===== src/conv_regs_map.svh =====
`ifndef CONV_REGS_MAP_SVH
`define CONV_REGS_MAP_SVH

// command codes of the registers held in this bank
`define CMD_CLEAR_FAULTS 8'h03
`define CMD_STATUS_UPPER 8'h79
`define CMD_OUTPUT_VOLTAGE_SUMMARY_FLAGS 8'h7a
`define CMD_OUTPUT_CURRENT_SUMMARY_FLAGS 8'h7b
`define CMD_BAD_COMMAND_FLAG_FLAGS 8'h7e
`define CMD_SCRATCH_PAD 8'hd0
`define CMD_DELAY_CONFIG 8'hd1

// upper status summary byte fields
`define UPPER_OUTPUT_VOLTAGE_SUMMARY_BIT 7
`define UPPER_OUTPUT_CURRENT_SUMMARY_BIT 6
`define UPPER_BIAS_BIT 5
`define UPPER_POWER_GOOD_NOT_FLAG_N_BIT 3

// output voltage flag fields
`define OUTPUT_VOLTAGE_SUMMARY_OVF_BIT 7
`define OUTPUT_VOLTAGE_SUMMARY_OVW_BIT 6
`define OUTPUT_VOLTAGE_SUMMARY_UVW_BIT 5
`define OUTPUT_VOLTAGE_SUMMARY_UVF_BIT 4

// output current flag fields
`define OUTPUT_CURRENT_SUMMARY_OCF_BIT 7
`define OUTPUT_CURRENT_SUMMARY_COMBINED_CURRENT_VOLTAGE_FAULT_BIT 6
`define OUTPUT_CURRENT_SUMMARY_UCF_BIT 4

// communication flag fields
`define BAD_COMMAND_FLAG_CMD_BIT 7
`define BAD_COMMAND_FLAG_DATA_BIT 6
`define BAD_COMMAND_FLAG_PEC_BIT 5
`define BAD_COMMAND_FLAG_OTHER_BIT 1

// delay configuration fields
`define DLY_RSVD_MSB 7
`define DLY_RSVD_LSB 6
`define DLY_PGD_MSB 5
`define DLY_PGD_LSB 3
`define DLY_POD_MSB 2
`define DLY_POD_LSB 0

// reset values
`define SCRATCH_RESET 8'h00
`define PGD_RESET 3'h0
`define POD_RESET 3'h2

// timing: base delay step and the clock period, both in ns
`define DLY_BASE_NS 256000
`define CLK_PERIOD_NS 10
`define DLY_BASE_CYCLES ((`DLY_BASE_NS + `CLK_PERIOD_NS - 1) / `CLK_PERIOD_NS)
// the top power-good code jumps to 512 base steps instead of 128
`define PGD_LONG_SHIFT 9

`endif


===== src/conv_regs_pkg.sv =====
package conv_regs_pkg;

  typedef logic [7:0] reg_byte_t;
  typedef logic [2:0] delay_code_t;
  typedef logic [31:0] delay_count_t;

  // power-up sequencing states
  typedef enum logic [1:0] {
    SEQ_OFF,
    SEQ_POWER_ON_WAIT,
    SEQ_GOOD_WAIT,
    SEQ_GOOD
  } seq_state_e;

endpackage


===== src/converter_status_config_regs.sv =====
// Summary of operation
// - upper status bit 7 is 1 while any output voltage flag is set.
// - upper status bit 6 is 1 while any output current flag is set.
// - upper status bit 5 is 1 after a bias supply voltage fault.
// - upper status bit 3 reads 1 while power is not good.
// - voltage flag bit 7 records an output overvoltage fault.
// - voltage flag bit 6 records an output overvoltage warning.
// - voltage flag bit 5 records an output undervoltage warning.
// - voltage flag bit 4 records undervoltage fault; bits 3 to 0 zero.
// - current flag bit 7 records a positive overcurrent fault.
// - current flag bit 6 records overcurrent with undervoltage together.
// - current flag bit 4 records negative overcurrent; others read zero.
// - bad_command_flag flag bit 7 sets on an invalid or unsupported command code.
// - bad_command_flag flag bit 6 sets on invalid or unsupported data.
// - bad_command_flag flag bit 5 sets on a failed packet error check.
// - bad_command_flag flag bit 1 sets only when too many data bytes arrive.
// - an 8-bit scratch pad stores and returns any host value.
// - delay config bits 7 and 6 are read-only zero.
// - delay config bits 5 to 3 select the power-good delay.
// - delay config bits 2 to 0 select power-on delay, reset 010b.
// - power-good delay 256 us doubling to 16.384 ms; code 7 131.072 ms.
// - power-on delay 256 us doubling per code up to 32.768 ms.
`include "conv_regs_map.svh"
`timescale 1ns/1ps
`default_nettype none
module converter_status_config_regs #(
  parameter int unsigned BASE_CYCLES = `DLY_BASE_CYCLES
) (
  // clock and reset
  input wire logic clock,
  input wire logic rst,
  // command port from the bus transaction engine
  input wire logic cmdValid,
  input wire logic cmdWrite,
  input wire conv_regs_pkg::reg_byte_t cmdCode,
  input wire conv_regs_pkg::reg_byte_t cmdData,
  input wire logic cmdForeign,
  output logic rdValid,
  output conv_regs_pkg::reg_byte_t rdData,
  // protocol error events from the transaction engine
  input wire logic pecFailEvent,
  input wire logic extraByteEvent,
  // analog fault and warning events
  input wire logic overVoltageFaultEvent,
  input wire logic overVoltageWarningEvent,
  input wire logic underVoltageWarningEvent,
  input wire logic underVoltageFaultEvent,
  input wire logic positiveCurrentFaultEvent,
  input wire logic negativeCurrentFaultEvent,
  input wire logic biasFaultEvent,
  // power sequencing
  input wire logic enableRequest,
  input wire logic outputInRegulation,
  output logic powerOnDone,
  output logic powerGoodNotFlag
);
  import conv_regs_pkg::*;

  // ---------------------------------------------------------------
  // command decode
  // ---------------------------------------------------------------

  logic isRead;
  logic isWrite;
  logic ownCode;
  logic statusCode;
  logic clearCmd;
  logic badCommand;
  logic badData;

  // status codes never accept data; writing them counts as bad data
  assign isRead = cmdValid && !cmdWrite;
  assign isWrite = cmdValid && cmdWrite;
  always_comb begin
    statusCode = 1'b0;
    ownCode = 1'b1;
    if (cmdCode == `CMD_STATUS_UPPER || cmdCode == `CMD_OUTPUT_VOLTAGE_SUMMARY_FLAGS ||
        cmdCode == `CMD_OUTPUT_CURRENT_SUMMARY_FLAGS || cmdCode == `CMD_BAD_COMMAND_FLAG_FLAGS) begin
      statusCode = 1'b1;
    end else if (cmdCode != `CMD_SCRATCH_PAD &&
                 cmdCode != `CMD_DELAY_CONFIG &&
                 cmdCode != `CMD_CLEAR_FAULTS) begin
      ownCode = 1'b0;
    end
  end

  assign clearCmd = cmdValid && (cmdCode == `CMD_CLEAR_FAULTS);
  assign badCommand = cmdValid && !ownCode && !cmdForeign;
  // bad data: a write to a status code, or nonzero reserved delay bits
  assign badData = isWrite && (statusCode || ((cmdCode == `CMD_DELAY_CONFIG)
    && (cmdData[`DLY_RSVD_MSB:`DLY_RSVD_LSB] != 2'b00)));

  // ---------------------------------------------------------------
  // sticky fault flags
  // ---------------------------------------------------------------

  logic ovFault_q;
  logic ovWarn_q;
  logic uvWarn_q;
  logic uvFault_q;
  logic posCurFault_q;
  logic combFault_q;
  logic negCurFault_q;
  logic biasFault_q;
  logic cmdFlag_q;
  logic dataFlag_q;
  logic pecFlag_q;
  logic otherFlag_q;

  // a set that lands with the clear command wins, so no event is lost
  function automatic logic stick(input logic cur, input logic ev,
                                 input logic clr);
    stick = ev || (cur && !clr);
  endfunction

  // output voltage flags
  always_ff @(posedge clock or posedge rst) begin
    if (rst) begin
      ovFault_q <= 1'b0;
      ovWarn_q <= 1'b0;
      uvWarn_q <= 1'b0;
      uvFault_q <= 1'b0;
    end else begin
      ovFault_q <= stick(ovFault_q, overVoltageFaultEvent, clearCmd);
      ovWarn_q <= stick(ovWarn_q, overVoltageWarningEvent, clearCmd);
      uvWarn_q <= stick(uvWarn_q, underVoltageWarningEvent, clearCmd);
      uvFault_q <= stick(uvFault_q, underVoltageFaultEvent, clearCmd);
    end
  end

  // output current and bias supply flags
  always_ff @(posedge clock or posedge rst) begin
    if (rst) begin
      posCurFault_q <= 1'b0;
      combFault_q <= 1'b0;
      negCurFault_q <= 1'b0;
      biasFault_q <= 1'b0;
    end else begin
      posCurFault_q <= stick(posCurFault_q, positiveCurrentFaultEvent,
                             clearCmd);
      combFault_q <= stick(combFault_q,
                           positiveCurrentFaultEvent && underVoltageFaultEvent,
                           clearCmd);
      negCurFault_q <= stick(negCurFault_q, negativeCurrentFaultEvent,
                             clearCmd);
      biasFault_q <= stick(biasFault_q, biasFaultEvent, clearCmd);
    end
  end

  // communication flags
  always_ff @(posedge clock or posedge rst) begin
    if (rst) begin
      cmdFlag_q <= 1'b0;
      dataFlag_q <= 1'b0;
      pecFlag_q <= 1'b0;
      otherFlag_q <= 1'b0;
    end else begin
      cmdFlag_q <= stick(cmdFlag_q, badCommand, clearCmd);
      dataFlag_q <= stick(dataFlag_q, badData, clearCmd);
      pecFlag_q <= stick(pecFlag_q, pecFailEvent, clearCmd);
      otherFlag_q <= stick(otherFlag_q, extraByteEvent, clearCmd);
    end
  end

  // ---------------------------------------------------------------
  // configuration registers
  // ---------------------------------------------------------------

  reg_byte_t scratch_q;
  delay_code_t pgdSel_q;
  delay_code_t podSel_q;

  // scratch pad has no effect on the converter
  always_ff @(posedge clock or posedge rst) begin
    if (rst) begin
      scratch_q <= `SCRATCH_RESET;
    end else if (isWrite && cmdCode == `CMD_SCRATCH_PAD) begin
      scratch_q <= cmdData;
    end
  end

  // a write with bad reserved bits is refused whole
  always_ff @(posedge clock or posedge rst) begin
    if (rst) begin
      pgdSel_q <= `PGD_RESET;
      podSel_q <= `POD_RESET;
    end else if (isWrite && cmdCode == `CMD_DELAY_CONFIG && !badData) begin
      pgdSel_q <= cmdData[`DLY_PGD_MSB:`DLY_PGD_LSB];
      podSel_q <= cmdData[`DLY_POD_MSB:`DLY_POD_LSB];
    end
  end

  // ---------------------------------------------------------------
  // register images
  // ---------------------------------------------------------------

  reg_byte_t voutImg;
  reg_byte_t ioutImg;
  reg_byte_t commImg;
  reg_byte_t upperImg;
  reg_byte_t delayImg;

  // unused positions are tied to zero
  always_comb begin
    voutImg = 8'h00;
    voutImg[`OUTPUT_VOLTAGE_SUMMARY_OVF_BIT] = ovFault_q;
    voutImg[`OUTPUT_VOLTAGE_SUMMARY_OVW_BIT] = ovWarn_q;
    voutImg[`OUTPUT_VOLTAGE_SUMMARY_UVW_BIT] = uvWarn_q;
    voutImg[`OUTPUT_VOLTAGE_SUMMARY_UVF_BIT] = uvFault_q;
    ioutImg = 8'h00;
    ioutImg[`OUTPUT_CURRENT_SUMMARY_OCF_BIT] = posCurFault_q;
    ioutImg[`OUTPUT_CURRENT_SUMMARY_COMBINED_CURRENT_VOLTAGE_FAULT_BIT] = combFault_q;
    ioutImg[`OUTPUT_CURRENT_SUMMARY_UCF_BIT] = negCurFault_q;
    commImg = 8'h00;
    commImg[`BAD_COMMAND_FLAG_CMD_BIT] = cmdFlag_q;
    commImg[`BAD_COMMAND_FLAG_DATA_BIT] = dataFlag_q;
    commImg[`BAD_COMMAND_FLAG_PEC_BIT] = pecFlag_q;
    commImg[`BAD_COMMAND_FLAG_OTHER_BIT] = otherFlag_q;
    upperImg = 8'h00;
    upperImg[`UPPER_OUTPUT_VOLTAGE_SUMMARY_BIT] = |voutImg;
    upperImg[`UPPER_OUTPUT_CURRENT_SUMMARY_BIT] = |ioutImg;
    upperImg[`UPPER_BIAS_BIT] = biasFault_q;
    upperImg[`UPPER_POWER_GOOD_NOT_FLAG_N_BIT] = powerGoodNotFlag;
    delayImg = {2'b00, pgdSel_q, podSel_q};
  end

  // ---------------------------------------------------------------
  // read return
  // ---------------------------------------------------------------

  // answer one cycle after the request; unknown codes return zero
  always_ff @(posedge clock or posedge rst) begin
    if (rst) begin
      rdValid <= 1'b0;
      rdData <= 8'h00;
    end else begin
      rdValid <= isRead;
      if (!isRead) begin
        rdData <= rdData;
      end else if (cmdCode == `CMD_STATUS_UPPER) begin
        rdData <= upperImg;
      end else if (cmdCode == `CMD_OUTPUT_VOLTAGE_SUMMARY_FLAGS) begin
        rdData <= voutImg;
      end else if (cmdCode == `CMD_OUTPUT_CURRENT_SUMMARY_FLAGS) begin
        rdData <= ioutImg;
      end else if (cmdCode == `CMD_BAD_COMMAND_FLAG_FLAGS) begin
        rdData <= commImg;
      end else if (cmdCode == `CMD_SCRATCH_PAD) begin
        rdData <= scratch_q;
      end else if (cmdCode == `CMD_DELAY_CONFIG) begin
        rdData <= delayImg;
      end else begin
        rdData <= 8'h00;
      end
    end
  end

  // ---------------------------------------------------------------
  // power-on and power-good delays
  // ---------------------------------------------------------------

  // base step doubled per code; the long power-good code is special
  function automatic delay_count_t delayCycles(input delay_code_t code,
                                               input logic isGood);
    delay_count_t base;
    base = delay_count_t'(BASE_CYCLES);
    if (isGood && code == 3'h7) begin
      delayCycles = base << `PGD_LONG_SHIFT;
    end else begin
      delayCycles = base << code;
    end
  endfunction

  seq_state_e state_q;
  delay_count_t count_q;

  // selection sampled as each wait starts; a mid-wait write acts next time
  always_ff @(posedge clock or posedge rst) begin
    if (rst) begin
      state_q <= SEQ_OFF;
      count_q <= 32'h0000_0000;
    end else if (!enableRequest) begin
      state_q <= SEQ_OFF;
      count_q <= 32'h0000_0000;
    end else begin
      case (state_q)
        SEQ_OFF: begin
          state_q <= SEQ_POWER_ON_WAIT;
          count_q <= delayCycles(podSel_q, 1'b0) - 32'h0000_0001;
        end
        SEQ_POWER_ON_WAIT: begin
          if (count_q == 32'h0000_0000) begin
            state_q <= SEQ_GOOD_WAIT;
            count_q <= delayCycles(pgdSel_q, 1'b1) - 32'h0000_0001;
          end else begin
            count_q <= count_q - 32'h0000_0001;
          end
        end
        SEQ_GOOD_WAIT: begin
          if (!outputInRegulation) begin
            count_q <= delayCycles(pgdSel_q, 1'b1) - 32'h0000_0001;
          end else if (count_q == 32'h0000_0000) begin
            state_q <= SEQ_GOOD;
          end else begin
            count_q <= count_q - 32'h0000_0001;
          end
        end
        SEQ_GOOD: begin
          if (!outputInRegulation) begin
            state_q <= SEQ_GOOD_WAIT;
            count_q <= delayCycles(pgdSel_q, 1'b1) - 32'h0000_0001;
          end
        end
        default: begin
          state_q <= SEQ_OFF;
        end
      endcase
    end
  end

  // outputs from flip-flops so the pin never glitches
  always_ff @(posedge clock or posedge rst) begin
    if (rst) begin
      powerOnDone <= 1'b0;
      powerGoodNotFlag <= 1'b1;
    end else begin
      powerOnDone <= enableRequest &&
        (state_q == SEQ_GOOD_WAIT || state_q == SEQ_GOOD);
      powerGoodNotFlag <= !(enableRequest && state_q == SEQ_GOOD &&
                            outputInRegulation);
    end
  end

endmodule

`default_nettype wire


===== config.mk =====
export PLATFORM = sky130hd
export DESIGN_NAME = converter_status_config_regs
export DESIGN_NICKNAME = d
export VERILOG_FILES = /design/src/conv_regs_pkg.sv /design/src/converter_status_config_regs.sv
export VERILOG_INCLUDE_DIRS = /design/src /design/src/src
export SDC_FILE = /design/constraint.sdc
export NUM_CORES = 1
export LEC_CHECK = 0
export BUFFER_PORTS_ARGS = -buffer_cell sky130_fd_sc_hd__buf_2
export CAP_MARGIN = 5
export CORE_MARGIN = 8
export CORE_UTILIZATION = 31
export DETAILED_ROUTE_END_ITERATION = 8
export PLACE_DENSITY = 0.45
export RECOVER_POWER = 100
export SYNTH_ARGS = -nofsm -noshare
export SYNTH_HDL_FRONTEND = slang
export SYNTH_SLANG_ARGS = --single-unit

===== constraint.sdc =====
create_clock -name clock -period 3.7 [get_ports clock]
set_clock_uncertainty 0.15 [all_clocks]
set_input_delay 0.74 -clock clock [delete_from_list [all_inputs] [get_ports clock]]
set_output_delay 0.74 -clock clock [all_outputs]
set_load 0.05 [all_outputs]

==> impl_metrics.ini, run 1 <==
[yosys]
yosys-top-cells-area = sky130_fd_sc_hd__dfrtp_1 36%, sky130_fd_sc_hd__nand2_1 4.2%, sky130_fd_sc_hd__o21ai_0 4.1%
syn_nets = 611
syn-mean-instance-area_sq_um = 8.54
count_of_distinct_cell_types_in_the_synthesized_netlist = 62
synth_largest_type_area_fraction_pct = 35.6
postSynthRegisterBits = 71
synthesis.instances = 567
synth.cells.most_frequent = 69 x sky130_fd_sc_hd__dfrtp_1, 54 x sky130_fd_sc_hd__nand2_1, 50 x sky130_fd_sc_hd__nor2_1, 40 x sky130_fd_sc_hd__o21ai_0, 29 x sky130_fd_sc_hd__a21oi_1
synth_top_area_cell = sky130_fd_sc_hd__dfrtp_1
netlist_area_sq_um = 4840
synth_top_flop_cell = sky130_fd_sc_hd__dfrtp_1
synthMostInstantiatedCell = sky130_fd_sc_hd__dfrtp_1
synth_sequential_area_ratio_pct = 36.7
synth_edf_count = 0
synthArstFlopShare_pct = 100
ys.warnings.count = 0

[routing]
initial_drc_count = 298
detailed_route_wire_length_per_cell_um = 18.5
remaining_drc_errors = 0
post_drt_via_cell_ratio = 5.60
drt-pass1-iter-count = 5
dr_total_vias = 4583
drtAntennaViolNets = 0
routed_wl_um = 15100

[timing]
max-slew-margin-rel_pct = 3.46
max_freq_ghz = 0.324
transition_time_of_the_tightest_slew_check_pin_ps = 1450
final.min_clock_period_ps = 3090
post-route-period-util_pct = 83.5
report.final.setup_viol = 0
fin_setup_tns_ps = 0
timing.final.hold_violations = 0
rsz_0062_raised_after_global_routing = false
drv_slew = 0

[global_routing]
grt_most_used_layer = met2
grtUsageMet3_pct = 3.44
gr-total-overflow = 0
grt_pass1_wl_um = 25000
grt_pass1_vias = 4643
global_route.usage.total_pct = 15.6
groute.layer.met2.usage_pct = 26.2
grt_max_degree = 35
antenna_found_initial = 0
grt_util_met1_pct = 19.4

[layout]
final_cell_count_no_fill = 818
antenna_cells = 0
area_growth_syn_to_layout_pct = 14.9
drive_above_1_share_pct = 14.0
layout.nets = 646

[clock_network]
clk_latency_ps = 340
post_cts_buffers = 0
htree_levels = 3
cts_repair_resize_count = 0
tritoncts = yes
numClockSinks = 71
clkSlewWorstSetupHoldPaths_ps = 60
clockBufferDepth = 2
post_cts_hold_buffers = 0
cts-root-buf = sky130_fd_sc_hd__clkbuf_16
cts_made_buffers = 9

[setup_path]
rrSetupSlack_ps = 610
crit_arrival_ps = 3200
worst_r2r_path_depth = 7
worstPathRequired_ps = 3820
cp_max_fo = 11
regToRegEndpoint = count_q[11]
critPathLaunchType = flip-flop
timing.critical_path.to_type = flip-flop
rr_startpoint = count_q[22]
cell_at_the_slowest_stage_of_the_critical_path = sky130_fd_sc_hd__or3_1
critical_path_class = reg -> reg
path_cells = or3_1, nor4b_4, nand4_1, and2_1, clkbuf_1, a221o_1, o21ai_1
cp_slowest_stage_delay_ps = 490

[pwr]
power_density_nw_per_um2 = 359
worst_ir_drop_vdd_uv = 228
power_leakage_nw = 2.25
post_route_total_power_w = 0.00200

[die]
starting_density_of_the_core_pct = 31.8
die-height_um = 141
die-width_um = 141
core_area_sq_um = 15300
rows = 45
io_pins = 43
floorplan.die_area_sq_um = 19900

[worst_hold_path]
hold_class = reg -> reg
worstHoldStart = otherFlag_q
worst_hold_path.num_cells = 1
min_delay_worst_endpoint = otherFlag_q

[job]
cap_violations = 0

[placement]
hpwlAfterDp_um = 11400
post-place-cells = 802
port-buffer-count = 42
routabilityCongestion = 0.867

[status]
outcome = finished clean
==> logic make-up (layout without fill, tap and decap cells) <==
family                     Yosys count  in the layout  synth area share [%]
buffers and inverters               56             96                  4.47
DFF                                 71             71                  36.7
AOI/OAI and AO/OA                  166            166                  23.1
adders and majority gates           12             12                  3.10
and+or+nand+nor                    217            217                  23.3
muxes                               29             29                  6.40
xor gates and xnor gates            16             16                  2.89
==> power by group <==
group	total [W]	switching [W]	internal, W
combinational	0.000256	0.000167	0.0000889
sequential	0.000829	0.0000277	0.000801
clock	0.000914	0.000363	0.000551
==> critical path: cells and delay by family (launching register included) <==
kind	cells	cell delay, ps
AOI/OAI and AO/OA	2	450
and+or+nand+nor	4	1740
buffers and inverters	1	250
DFF	1	420
==> how the worst max path moves through the flow <==
stage | start | to | slack, ps | depth (start not counted)
global route | count_q[22] | count_q[11] | 330 | 7
detailed placement | outputInRegulation | count_q[7] | 830 | 9
finish | count_q[22] | count_q[11] | 610 | 7
CTS | count_q[22] | count_q[11] | 830 | 7
floorplan | rst | biasFault_q | 1020 | 1
global placement | outputInRegulation | count_q[28] | 810 | 8
==> metrics by stage <==
stage,utilization [%],hold slack (ps),cell area [sq um],setup WS [ps]
after floorplan,-,298,4840,1020
after global placement,34.8,315,5310,810
after detailed placement,34.8,316,5310,828
after CTS,36.8,334,5620,828
after global routing,36.5,351,5570,331
final,36.5,334,5570,612
==> layout by cell type, fill, tap and decap left out, types with 6 or more instances in the layout <==
master and instances:
sky130_fd_sc_hd__mux2_2 16, sky130_fd_sc_hd__nor3_1 21, sky130_fd_sc_hd__nand4_1 10, sky130_fd_sc_hd__nand2_1 54
sky130_fd_sc_hd__xnor2_1 11, sky130_fd_sc_hd__a32o_1 6, sky130_fd_sc_hd__clkbuf_1 19, sky130_fd_sc_hd__o22ai_1 8
sky130_fd_sc_hd__a211oi_1 6, sky130_fd_sc_hd__clkbuf_16 9, sky130_fd_sc_hd__mux2i_1 13, sky130_fd_sc_hd__nor2_1 50
sky130_fd_sc_hd__nand2b_1 9, sky130_fd_sc_hd__buf_4 13, sky130_fd_sc_hd__o31ai_1 12, sky130_fd_sc_hd__a21oi_1 29
sky130_fd_sc_hd__a21o_1 12, sky130_fd_sc_hd__nor4_1 8, sky130_fd_sc_hd__or2_2 6, sky130_fd_sc_hd__o21ai_0 40
sky130_fd_sc_hd__dfrtp_1 69, sky130_fd_sc_hd__ha_1 12, sky130_fd_sc_hd__a31oi_1 12, sky130_fd_sc_hd__inv_1 21
sky130_fd_sc_hd__buf_2 27, sky130_fd_sc_hd__nand3_1 23
==> registers in the layout (all words and copies together), names as in the netlist, 2 cells and up <==
name,flops
podSel_q,3
state_q,2
scratch_q,8
pgdSel_q,3
rdData,8
count_q,32
==> layer usage <==
layer  vias to the layer above  part of all wire [%]
met5                         -                     0
met4                         0                   2.4
met3                        26                   4.2
met2                       119                    48
met1                      2247                    46
li1                       2191                     -
==> final cells by class <==
type                       count  area (sq um)
tap                          211           264
clock inverter                 6          73.8
sequential                    71          1780
timing repair buffer          59           304
inverter                      21          78.8
fill                        1580          9690
clock buffer                  10           239
multi-input combinational    440          2830
Power figures use the tool's default switching activity.
==> run 2: changes to the inputs <==
==> constraint.sdc (replaced) <==
create_clock -name clock -period 3.1 [get_ports clock]
set_clock_uncertainty 0.15 [all_clocks]
set_input_delay 0.62 -clock clock [delete_from_list [all_inputs] [get_ports clock]]
set_output_delay 0.62 -clock clock [all_outputs]
set_load 0.05 [all_outputs]
==> run 2 against run 1 <==
The run now ends with max-capacitance violations, max-slew violations left. Count of clock-buffer cells in the layout is the same. Register-to-register slack lost 420 ps. Combinational power grew 25%. Critical path type unchanged. Non-clock buffer count grew 11. Die area is the same. Core utilization grew 0.67 points. Global-route usage grew 0.23 points.
==> impl_metrics.ini, run 2 (synthesis gave the netlist of run 1 again) <==
[die]
die-height_um = 141
floorplan.die_area_sq_um = 19900
die-width_um = 141
io_pins = 43
rows = 45
starting_density_of_the_core_pct = 31.8
core_area_sq_um = 15300

[setup_path]
crit_arrival_ps = 3020
timing.critical_path.to_type = flip-flop
critPathLaunchType = flip-flop
cp_max_fo = 12
worstPathRequired_ps = 3210
critical_path_class = reg -> reg

[layout]
layout.filler_cells = 1611
antenna_cells = 0
final_cell_count_no_fill = 829
layout.nets = 657
area_growth_syn_to_layout_pct = 17.0
drive_above_1_share_pct = 15.0
largest_register_by_flop_count = count_q
reg.largest.list = count_q (32), rdData (8), scratch_q (8)
fin_area_sq_um = 5670
largest_register_ffs = 32
most_common_cell_after_layout_fill_and_taps_aside = sky130_fd_sc_hd__dfrtp_1
layout_common_cells = 69 x sky130_fd_sc_hd__dfrtp_1, 54 x sky130_fd_sc_hd__nand2_1, 50 x sky130_fd_sc_hd__nor2_1

[global_routing]
global_route.usage.total_pct = 15.9
grt_pass1_wl_um = 25100
grt_pass1_vias = 4726
grt_max_degree = 41
antenna_found_initial = 0
gr-total-overflow = 0

[routing]
post_drt_via_cell_ratio = 5.59
detailed_route_wire_length_per_cell_um = 18.5
drtAntennaViolNets = 0
drt-pass1-iter-count = 5
routed_wl_um = 15300
remaining_drc_errors = 0
dr_total_vias = 4631
initial_drc_count = 407

[status]
outcome = finished, violations left
failed_checks = max-capacitance violations, max-slew violations

[placement]
placed_area_sq_um = 5420
hpwlAfterDp_um = 11400
routabilityCongestion = 0.883
post-place-cells = 813
port-buffer-count = 42

[timing]
rsz_0062_raised_after_global_routing = false
final.min_clock_period_ps = 2910
fin_setup_tns_ps = 0
timing.final.hold_violations = 0
finalHoldWorstSlack_ps = 297
max_freq_ghz = 0.344
drv_slew = 41
max-slew-margin-rel_pct = -3.01
post-route-period-util_pct = 93.9
transition_time_of_the_tightest_slew_check_pin_ps = 1540
report.final.setup_viol = 0

[clock_network]
clk_latency_ps = 350
clkSlewWorstSetupHoldPaths_ps = 60
clockBufferDepth = 2
numClockSinks = 71
cts_made_buffers = 9
cts_repair_resize_count = 0
post_cts_hold_buffers = 0
htree_levels = 3
post_cts_buffers = 0
tritoncts = yes
cts-root-buf = sky130_fd_sc_hd__clkbuf_16

[pwr]
power_density_nw_per_um2 = 430
worst_ir_drop_vdd_uv = 256
power_leakage_nw = 2.30

[worst_hold_path]
hold_class = in -> reg

[job]
cap_violations = 1
[run 2: changes by cell type in the layout (fill, tap and decap cells not counted), moves of 2 or more]
cell,change
sky130_fd_sc_hd__clkinv_2,+2
sky130_fd_sc_hd__inv_6,-4
sky130_fd_sc_hd__buf_4,+7
sky130_fd_sc_hd__clkbuf_2,+2
sky130_fd_sc_hd__clkbuf_1,+3
[run 2: final timing paths]
kind | from | endpoint | slack (ps) | cells past startpoint
worst min-delay path | underVoltageWarningEvent | uvWarn_q | 300 | 2
worst max-delay path | count_q[22] | count_q[6] | 190 | 7
min in group asynchronous | rst | rdValid | 580 | 2
worst max register to register | count_q[22] | count_q[6] | 190 | 7
worst min register to register | rdData[3] | rdData[3] | 330 | 2
max in group asynchronous | rst | powerOnDone | 610 | 3
[run 2: per-layer routing]
metal	GRT usage [%]	wire length, um	vias up
li1	-	-	2199
met1	20.0	7180	2257
met2	24.9	6900	144
met3	3.85	769	31
met4	7.64	467	0
met5	0	0	-
[run 2: layout make-up]
type / count / area [sq um] / share of cell area [%]
Multi-Input combinational cell: 440 / 2840 / 50.1
Sequential cell: 71 / 1780 / 31.4
Tap cell: 211 / 264 / 4.66
Clock inverter: 6 / 86.3 / 1.52
Clock buffer: 10 / 229 / 4.04
Timing Repair Buffer: 70 / 389 / 6.87
Inverter: 21 / 78.8 / 1.39
[run 2: critical path: stages, from the launching register on]
cell,delay (ps)
sky130_fd_sc_hd__dfrtp_1,420
sky130_fd_sc_hd__or3_1,500
sky130_fd_sc_hd__nor4b_4,460
sky130_fd_sc_hd__nand4_4,230
sky130_fd_sc_hd__nand2_1,510
sky130_fd_sc_hd__clkbuf_1,250
sky130_fd_sc_hd__o21ai_0,120
sky130_fd_sc_hd__a21oi_1,180
[run 2: metrics by stage]
stage	total power, W	util [%]	worst slack (ps)
global placement	0.00133	35.5	274
CTS	0.00247	37.6	178
finish	0.00244	37.1	190
detailed placement	0.00133	35.5	206
global route	0.00254	37.1	19.3
floorplan	0.00120	-	470
[run 2: where the power goes]
group          leakage, nW  total [W]  internal (W)  switching, W
Clock                0.152    0.00113      0.000703      0.000426
Sequential           0.899   0.000987      0.000956     0.0000306
Combinational         1.24   0.000320      0.000116      0.000204
Total                 2.30    0.00244       0.00178      0.000661
